<file path="src/pkg/acs_map.svh">
// Purpose: Offsets, field positions and reset values of the clock selectors
// Assumes: 8-bit registers on the byte-wide control port
// Notes:   Definitions only
`ifndef ACS_MAP_SVH
`define ACS_MAP_SVH
// ****************************************
// Register offsets
// ****************************************
`define ACS_OFS_ROOT_SRC   8'h0d
`define ACS_OFS_DAC_OVS    8'h0e
`define ACS_OFS_PUMP       8'h0f
`define ACS_OFS_DSP_DAC    8'h10
`define ACS_OFS_PUMP_OVS   8'h11
`define ACS_OFS_PLL_REF    8'h12
`define ACS_OFS_FIRST      8'h0d
// ****************************************
// Field positions (low bit of 3-bit field)
// ****************************************
`define ACS_FLD_HI         4
`define ACS_FLD_LO         0
`define ACS_FLD_W          3
// ****************************************
// Reset values
// ****************************************
`define ACS_RST_REG        8'h00
// ****************************************
// Timing counts
// ****************************************
`define ACS_SYNC_STAGES    3
`endif

</file>
<file path="src/pkg/acs_pkg.sv">
// Purpose: Types shared by the clock source selector
// Assumes: acs_map.svh holds the numbers
// Notes:   Codes follow the selector encodings
package acs_pkg;
  // Divider source codes for the DAC and DSP selectors
  typedef enum logic [2:0] {
    ACS_DS_MASTER = 3'h0,
    ACS_DS_PLL    = 3'h1,
    ACS_DS_OSC    = 3'h2,
    ACS_DS_MCLK   = 3'h3,
    ACS_DS_SCLK   = 3'h4,
    ACS_DS_GPIN   = 3'h5
  } acs_div_src_t;

  // General pin codes, shared by all pin selectors
  typedef enum logic [2:0] {
    ACS_PIN_ZERO = 3'h3,
    ACS_PIN_TWO  = 3'h5
  } acs_pin_t;

  // Raw clock levels entering the block
  typedef struct packed {
    logic pll;
    logic osc;
    logic mclk;
    logic sclk;
    logic gp0;
    logic gp2;
    logic mstr_ok;
  } acs_src_t;

  // Control port request
  typedef struct packed {
    logic       wr;
    logic       rd;
    logic [7:0] addr;
    logic [7:0] wdata;
  } acs_req_t;

  // Selected clocks toward the dividers
  typedef struct packed {
    logic dsp;
    logic dac;
    logic ovs;
    logic pump;
    logic pll_ref;
  } acs_clk_t;
endpackage : acs_pkg

</file>
<file path="src/design/acs_clock_select.sv">
// Purpose: Register-controlled source muxing for the internal clock dividers
// Assumes: Source clocks are far slower than sys_clk and are oversampled
// Notes:   Muted selections give a steady low level
// How it works
// - The DAC divider follows the source coded in bits 6-4 of 0x0e.
// - The oversampling divider follows the source coded in bits 2-0 of 0x0e.
// - The charge-pump divider uses the oversampling encoding from 0x0f.
// - The DSP pin source is pin 0 for code 011 and pin 2 for 101.
// - The DAC pin source is pin 0 for code 011 and pin 2 for 101.
// - The charge-pump pin source is pin 0 for 011 and pin 2 for 101.
// - The oversampling pin source is pin 0 for 011 and pin 2 for 101.
// - The PLL reference pin is pin 0 for code 011 and pin 2 for 101.
// - Every selector resets to zero, giving the auto master for the DAC.
// - The DSP divider source is coded like the DAC source selector.
// - The PLL reference source is chosen in 0x0d and auto mode overrides it.
`timescale 1ns/10ps
`include "acs_map.svh"
module acs_clock_select (
  input  wire logic             sys_clk,
  input  wire logic             rst_n,
  input  wire logic             clk_en,
  input  wire acs_pkg::acs_src_t src_pins,
  input  wire logic             auto_clock_mode,
  input  wire acs_pkg::acs_req_t reg_req,
  output logic [7:0]            reg_rdata_q,
  output acs_pkg::acs_clk_t     div_clk_q
);
  import acs_pkg::*;

  localparam int NREG = 6;

  // ****************************************
  // Helper functions
  // ****************************************
  // Pin pick shared by all five pin selectors
  function automatic logic pin_pick(input logic [2:0] sel,
                                    input acs_src_t   s);
    logic r;
    r = 1'b0;
    case (sel)
      ACS_PIN_ZERO: r = s.gp0;
      ACS_PIN_TWO:  r = s.gp2;
      default:      r = 1'b0;
    endcase
    return r;
  endfunction : pin_pick

  // Auto master prefers the PLL when mstr_ok is set, oscillator as fallback
  function automatic logic master_clk(input acs_src_t s);
    return s.mstr_ok ? s.pll : s.osc;
  endfunction : master_clk

  // DAC and DSP style selector; unknown codes mute
  function automatic logic div_mux(input logic [2:0] sel,
                                   input logic [2:0] pin_sel,
                                   input acs_src_t   s);
    logic r;
    r = 1'b0;
    case (sel)
      ACS_DS_MASTER: r = master_clk(s);
      ACS_DS_PLL:    r = s.pll;
      ACS_DS_OSC:    r = s.osc;
      ACS_DS_MCLK:   r = s.mclk;
      ACS_DS_SCLK:   r = s.sclk;
      ACS_DS_GPIN:   r = pin_pick(pin_sel, s);
      default:       r = 1'b0;
    endcase
    return r;
  endfunction : div_mux

  // Oversampling and charge-pump selector; code 0 is the DAC clock
  function automatic logic ovs_mux(input logic [2:0] sel,
                                   input logic [2:0] pin_sel,
                                   input logic       dac,
                                   input acs_src_t   s);
    logic r;
    r = 1'b0;
    case (sel)
      3'h0:    r = dac;
      3'h6:    r = pin_pick(pin_sel, s);
      3'h1, 3'h2, 3'h3, 3'h4, 3'h5:
               r = div_mux(sel - 3'h1, 3'h0, s);
      default: r = 1'b0;
    endcase
    return r;
  endfunction : ovs_mux

  // ****************************************
  // Register file
  // ****************************************
  logic [7:0] regs_q [NREG];
  logic [7:0] regs_d [NREG];
  logic [7:0] rdata_d;
  logic [7:0] idx;

  // Index relative to the first selector; out-of-range is unmapped
  assign idx = reg_req.addr - `ACS_OFS_FIRST;

  // Write storage and read data; reserved bits are plain storage
  always_comb begin
    for (int i = 0; i < NREG; i++) begin
      regs_d[i] = regs_q[i];
    end
    rdata_d = reg_rdata_q;
    if (reg_req.wr && idx < 8'(NREG)) begin
      regs_d[idx[2:0]] = reg_req.wdata;
    end
    if (reg_req.rd) begin
      rdata_d = (idx < 8'(NREG)) ? regs_q[idx[2:0]] : 8'h00;
    end
  end

  // Synchronous reset clears every selector
  always_ff @(posedge sys_clk) begin
    if (!rst_n) begin
      for (int i = 0; i < NREG; i++) begin
        regs_q[i] <= `ACS_RST_REG;
      end
      reg_rdata_q <= `ACS_RST_REG;
    end else if (clk_en) begin
      regs_q      <= regs_d;
      reg_rdata_q <= rdata_d;
    end
  end

  // Field views
  logic [2:0] root_ref_sel, dsp_sel, dac_sel, ovs_sel, pump_sel;
  logic [2:0] dsp_pin, dac_pin, pump_pin, ovs_pin, ref_pin;
  assign root_ref_sel = regs_q[0][`ACS_FLD_HI +: `ACS_FLD_W];
  assign dsp_sel      = regs_q[0][`ACS_FLD_LO +: `ACS_FLD_W];
  assign dac_sel      = regs_q[1][`ACS_FLD_HI +: `ACS_FLD_W];
  assign ovs_sel      = regs_q[1][`ACS_FLD_LO +: `ACS_FLD_W];
  assign pump_sel     = regs_q[2][`ACS_FLD_LO +: `ACS_FLD_W];
  assign dsp_pin      = regs_q[3][`ACS_FLD_HI +: `ACS_FLD_W];
  assign dac_pin      = regs_q[3][`ACS_FLD_LO +: `ACS_FLD_W];
  assign pump_pin     = regs_q[4][`ACS_FLD_HI +: `ACS_FLD_W];
  assign ovs_pin      = regs_q[4][`ACS_FLD_LO +: `ACS_FLD_W];
  assign ref_pin      = regs_q[5][`ACS_FLD_LO +: `ACS_FLD_W];

  // ****************************************
  // Source synchronisers
  // ****************************************
  // Three stages; a level is accepted once stages two and three agree,
  // which rejects single-sample glitches at the cost of latency
  acs_src_t s1_q, s2_q, s3_q, filt_q, filt_d;

  always_comb begin
    filt_d = filt_q;
    for (int b = 0; b < $bits(acs_src_t); b++) begin
      if (s2_q[b] == s3_q[b]) begin
        filt_d[b] = s3_q[b];
      end
    end
  end

  always_ff @(posedge sys_clk) begin
    if (!rst_n) begin
      s1_q   <= '0;
      s2_q   <= '0;
      s3_q   <= '0;
      filt_q <= '0;
    end else if (clk_en) begin
      s1_q   <= src_pins;
      s2_q   <= s1_q;
      s3_q   <= s2_q;
      filt_q <= filt_d;
    end
  end

  // ****************************************
  // Clock selection
  // ****************************************
  acs_clk_t clk_d;
  logic     dac_now;

  // DAC clock is computed first since two other muxes may follow it
  assign dac_now = div_mux(dac_sel, dac_pin, filt_q);

  always_comb begin
    clk_d.dac = dac_now;
    clk_d.dsp = div_mux(dsp_sel, dsp_pin, filt_q);
    clk_d.ovs  = ovs_mux(ovs_sel, ovs_pin, dac_now, filt_q);
    clk_d.pump = ovs_mux(pump_sel, pump_pin, dac_now, filt_q);
    // Auto mode forces the MCLK pin as reference
    if (auto_clock_mode) begin
      clk_d.pll_ref = filt_q.mclk;
    end else begin
      case (root_ref_sel)
        3'h0:    clk_d.pll_ref = filt_q.mclk;
        3'h1:    clk_d.pll_ref = filt_q.sclk;
        3'h2:    clk_d.pll_ref = filt_q.osc;
        3'h3:    clk_d.pll_ref = pin_pick(ref_pin, filt_q);
        default: clk_d.pll_ref = 1'b0;
      endcase
    end
  end

  // Registered outputs, held low through reset
  always_ff @(posedge sys_clk) begin
    if (!rst_n) begin
      div_clk_q <= '0;
    end else if (clk_en) begin
      div_clk_q <= clk_d;
    end
  end
endmodule : acs_clock_select

</file>
<file path="config.mk">
export PLATFORM = sky130hd
export DESIGN_NAME = acs_clock_select
export DESIGN_NICKNAME = d
export VERILOG_FILES = /design/src/pkg/acs_pkg.sv /design/src/design/acs_clock_select.sv
export VERILOG_INCLUDE_DIRS = /design/src /design/src/pkg
export SDC_FILE = /design/constraint.sdc
export NUM_CORES = 1
export LEC_CHECK = 0
export BUFFER_PORTS_ARGS = -buffer_cell sky130_fd_sc_hd__buf_2
export CAP_MARGIN = 5
export CORE_ASPECT_RATIO = 0.5
export CORE_MARGIN = 2
export CORE_UTILIZATION = 45
export DETAILED_ROUTE_END_ITERATION = 10
export PLACE_DENSITY = 0.66
export SYNTH_ARGS = -nofsm -noshare
export SYNTH_HDL_FRONTEND = slang
export SYNTH_SLANG_ARGS = --single-unit
</file>
<file path="constraint.sdc">
create_clock -name sys_clk -period 3.88 [get_ports sys_clk]
set_input_delay 0.194 -clock sys_clk [delete_from_list [all_inputs] [get_ports sys_clk]]
set_output_delay 0.194 -clock sys_clk [all_outputs]
set_load 0.01 [all_outputs]
</file>
[Word-level counts from Yosys, hierarchy flattened]
Cells that the tools add are included.
Storage, ports and cells
  flip-flop bits (word level): 89
  bits of input ports: 29
  output and inout bits: 13
  logic and storage cells: 138
Operators by class
  $add $sub $neg: 3
  magnitude comparators: 3
  equality and inequality tests: 50
  mux-type cells: 21
  bitwise logic cells: 1
  reductions and logical operators: 20
Operators by type and width (count)
  equality test 3 x 2 -> 1 bit, second input constant: 19
  equality test 3 bit, second input constant: 17
  bitwise mux 48 bit: 1
  two-way mux 8 bit: 4
  binary-select mux 8 bit (select 3 bit): 1
  demux 8 bit (select 3 bit): 1
  equality test 3 x 1 -> 1 bit, second input constant: 7
  zero test 3 bit: 7
  AND reduction 2 bit: 9
  one-hot mux 1 bit (6 select lines): 2
  one-hot mux 1 bit (2 select lines): 5
  one-hot mux 1 bit (5 select lines): 2
  OR reduction 5 bit: 2
  less-than comparator 8 x 3 -> 1 bit, second input constant: 1
  subtractor 8 x 4 -> 8 bit, second input constant: 1
  equality test 1 bit: 7
  one-hot mux 1 bit (3 select lines): 2
  subtractor 3 x 1 -> 3 bit, second input constant: 2
  >= comparator 4 bit, second input constant: 1
  less-than comparator 4 x 1 -> 1 bit, second input constant: 1
  NOT 3 -> 4 bit: 1
  one-hot mux 1 bit (4 select lines): 1
  logical AND 1 bit: 2
  two-way mux 1 bit: 2

[Logic depth before layout (Yosys ltp)]
  depth after elaboration: 7
  depth in mapped cells: 9
  depth with buffers taken out: 7

[Least setup slack after synthesis]
OpenSTA, ideal clock, no wires.
  path type: input to register
  start: input port reg_req[8] in the netlist's numbering
  end: register regs_q, in the netlist ref_pin[0]
  library setup time: 0.072 ns
  arrival time: 2.227 ns
  data required time: 3.808 ns
  path slack: 1.581 ns
  cell stages on the path: 8
  path buffers: 2
  cell sequence: buf_2 -> clkinv_1 -> ha_1 -> buf_2 -> inv_1 -> or3_1 -> nor3_4 -> mux2i_1
On the way
  word-level cells in the longest chain between the ends: 7
  elaborated cells on any way between the ends: 11
  those cells by class: add/sub (1); order compare (3); mux (3); bitwise (1); reduce/logical (3)
RTL lines
  start: declaration: RTL line acs_clock_select.sv:24  | input wire acs_pkg::acs_req_t reg_req,
  subtractor 8 x 4 -> 8 bit (no line) (*)
  NOT 3 -> 4 bit (not written as such): RTL line acs_clock_select.sv:106  | regs_d[idx[2:0]] = reg_req.wdata;
  >= comparator 4 bit (not written as such) or less-than comparator 4 x 1 -> 1 bit (tied branches): RTL line acs_clock_select.sv:106
  logical AND 1 bit (not written as such): RTL line acs_clock_select.sv:106
  two-way mux 8 bit (not written as such): RTL line acs_clock_select.sv:106
  demux 8 bit (select 3 bit): RTL line acs_clock_select.sv:106
  bitwise mux 48 bit: RTL line acs_clock_select.sv:106
  end signal: indexed assignment: RTL line acs_clock_select.sv:117  | regs_q[i] <= `ACS_RST_REG;
  end signal: assignment: RTL line acs_clock_select.sv:121  | regs_q <= regs_d;
  end: declaration: RTL line acs_clock_select.sv:91  | logic [7:0] regs_q [NREG];
Mark *: on every way between the ends. The rest lies on a longest branch, timed or not.
A chain may end at the register's enable or synchronous reset.

[Worst setup path after layout]
Ends and elaborated chain as after synthesis.

==> flow_summary.yaml <==
timing:
  rsz0062_at_grt: "no"
  fin_ws_ps: 1715
  worst_pin_slew_ps: 761.3
  fin_skew_ps: 5.728
  hold_viol: 0
  final.min_clock_period_ps: 2165
  finalSetupTns_ps: 0
  max_slew_margin_pct: 49.17
  max_clock_freq_mhz: 462.0
  fin_crit_sh_pct: 55.79
  drv_slew: 0
  setup_viol: 0
  fin_hold_ws_ps: 88.30
setup_path:
  path_cells: "buf_2 -> clkinv_1 -> ha_1 -> buf_4 -> inv_1 -> or3_1 -> nor3_4 -> mux2i_1"
  worst_ep_required_time_ps: 4160
  cp-start-kind: "input pin"
  worst-setup-path-type: "input pin to flip-flop"
  r2r_start: "ovs_sel[2]"
  cp_slowest_cell: "or3_1"
  ff2ff_setup_slack_ps: 1970
  reg2reg_to: "div_clk_q[2]"
  endpoint_kind: "flip-flop"
  path_max_fanout: 19
  reg2reg_depth: 6
  cpPeakStageDelay_ps: 460
  worst_ep_arrival_time_ps: 2440
finish:
  drive_above_1_share_pct: 14.79
  final_cells: 624
  seq_area_um2: 1782
  multi_input_area_um2: 2278
  fillerInstances: 814
  final_nets: 537
  diodes: 0
  synthToLayoutAreaGrowth_pct: 13.76
floorplanning:
  num_rows: 24
  die_height_um: 72.41
  die_area_um2: 10200
  chipWidth_um: 140.8
  core_area_um2: 8889
  initial_utilization_pct: 47.38
  num_io_pins: 42
yosys:
  yosys_warnings: 0
  async_flop_share_pct: 0
  synth_area_um2: 4212
  synth-edff-count: 0
  synthCells: 469
  ys_seq_elements: 89
  synth_seq_area_share_pct: 42.31
  ys_types: 52
  synth_area_per_cell_um2: 8.980
  ys.flop_type: "dfxtp_1"
  syn_nets: 503
cts:
  postCtsResizedCells: 0
  cts.clk_slew.worst_paths_ps: 60
  postCtsSetupBuffers: 0
  cts_sinks: 89
  h-tree-depth: 3
  ctsHoldBuffers: 0
  cts_tree: "yes"
  insertion_delay_ps: 340
  cts-root-buf: "clkbuf_16"
  cts-buffers-inserted: 9
  clockBufferDepth: 2
global_route:
  grt_pass1_vias: 3378
  grt_max_degree: 46
  grt_pass1_wl_um: 16820
  overflow: 0
  grtUsageTotal_pct: 21.01
  antenna_found_initial: 0
placed_design:
  numPlacedInstances: 609
  io_buffers: 41
  post-place-ws_ps: 1389
  gp_congestion: 0.8672
  dp_hpwl_um: 7179
hold_path:
  hold_path_depth: 3
  min-delay-start: "src_pins[0]"
  hp-class: "input pin to flip-flop"
  min_to: "s1_q[0]"
routing:
  drc: 0
  wirelength_um: 10120
  ant_nets: 0
  wl_per_cell_um: 16.22
  drtIter0Drc: 203
  firstDrtPassIters: 5
  vias: 3486
  vias_per_cell: 5.587
power:
  p_leak_nw: 1.826
  ir_drop_uv: 243.2
  power_density_nw_per_um2: 395.8
job:
  drv_cap: 0
outcome:
  status: "finished, final reports clean"
per-layer routing:
metal | GRT usage (%) | part of all wire [%] | vias up | wire length (µm)
li1 | - | - | 1760 | -
met1 | 28.55 | 49 | 1629 | 4979
met2 | 34.25 | 43 | 87 | 4362
met3 | 5.149 | 6.5 | 10 | 663
met4 | 5.000 | 1.2 | 0 | 119
met5 | 0 | 0 | - | 0
power by group:
part | switching, mW | internal (mW)
clock network | 0.354 | 0.465
registers | 0.00662 | 0.925
logic | 0.0960 | 0.0500
worst max path at each step:
stage,end,cells after the start,startpoint
4_1_cts,ref_pin[2],8,reg_req[8]
5_1_grt,regs_q[7],8,reg_req[8]
3_5_place_dp,ref_pin[0],8,reg_req[8]
3_3_place_gp,ref_pin[2],8,reg_req[8]
6_report,ref_pin[0],8,reg_req[8]
2_1_floorplan,ref_pin[0],8,reg_req[8]
through the flow:
step | power, mW | utilization, % | instance area [µm²]
floorplan | 1.048 | - | 4212
global placement | 1.097 | 50.73 | 4509
detailed placement | 1.097 | 50.73 | 4509
CTS | 1.910 | 53.90 | 4791
global route | 1.962 | 53.90 | 4791
finish | 1.896 | 53.90 | 4791
critical path: cells and delay by family:
| kind | cells | cell delay (ps) |
|---|---|---|
| multiplexers | 1 | 240 |
| buffers and inverters | 4 | 710 |
| AND/OR/NAND/NOR | 2 | 920 |
| adder cells (fa/ha/maj) | 1 | 380 |
registers in the layout, indices dropped and copies added (netlist names), 5 cells and up:
| signal | count |
|---|---|
| div_clk_q | 5 |
| filt_q | 7 |
| reg_rdata_q | 8 |
| regs_q | 21 |
| s1_q | 7 |
| s2_q | 7 |
| s3_q | 7 |
synth_stat cells (5+ instances only):
master	n	area, µm²
o22ai_1	6	37.54
nand3_1	8	40.04
nand3b_1	5	37.54
a21oi_1	28	140.1
ha_1	5	62.56
nand2_1	65	244.0
dfxtp_1	89	1782
nor2_1	45	168.9
clkbuf_1	18	67.56
nor3_4	5	81.33
inv_1	12	45.04
nor3_1	5	25.02
nor2b_1	6	37.54
mux2i_1	69	690.7
o21ai_0	33	165.2
a22o_1	6	52.55
cells in the final DEF, fill, tap and decap left out, types with 6 or more instances in the layout:
cell type / instances
mux2i_1: 69
o22ai_1: 6
buf_4: 6
clkbuf_16: 9
nor2_1: 45
inv_1: 12
a22o_1: 6
a21oi_1: 28
buf_2: 41
dfxtp_1: 89
o21ai_0: 33
nor2b_1: 6
nand3_1: 8
nand2_1: 65
cell type report:
type | instances | area share (%)
clock buffer | 11 | 5.276
clock inverter | 4 | 0.6007
inverter | 14 | 1.097
multi-input combinational | 342 | 47.56
sequential | 89 | 37.19
tap | 117 | 3.056
timing repair buffer | 47 | 5.223
cell families after synthesis:
| group | Yosys count | share of synthesized area [%] |
|---|---|---|
| flip-flops | 89 | 42.31 |
| multiplexers | 73 | 18.00 |
| adder cells (fa/ha/maj) | 5 | 1.485 |
| XOR/XNOR | 2 | 0.5943 |
| AO/OA/AOI/OAI | 112 | 17.32 |
| AND/OR/NAND/NOR | 150 | 16.70 |
| buffers and inverters | 38 | 3.594 |
No activity file was read; power rests on OpenSTA's default activity.
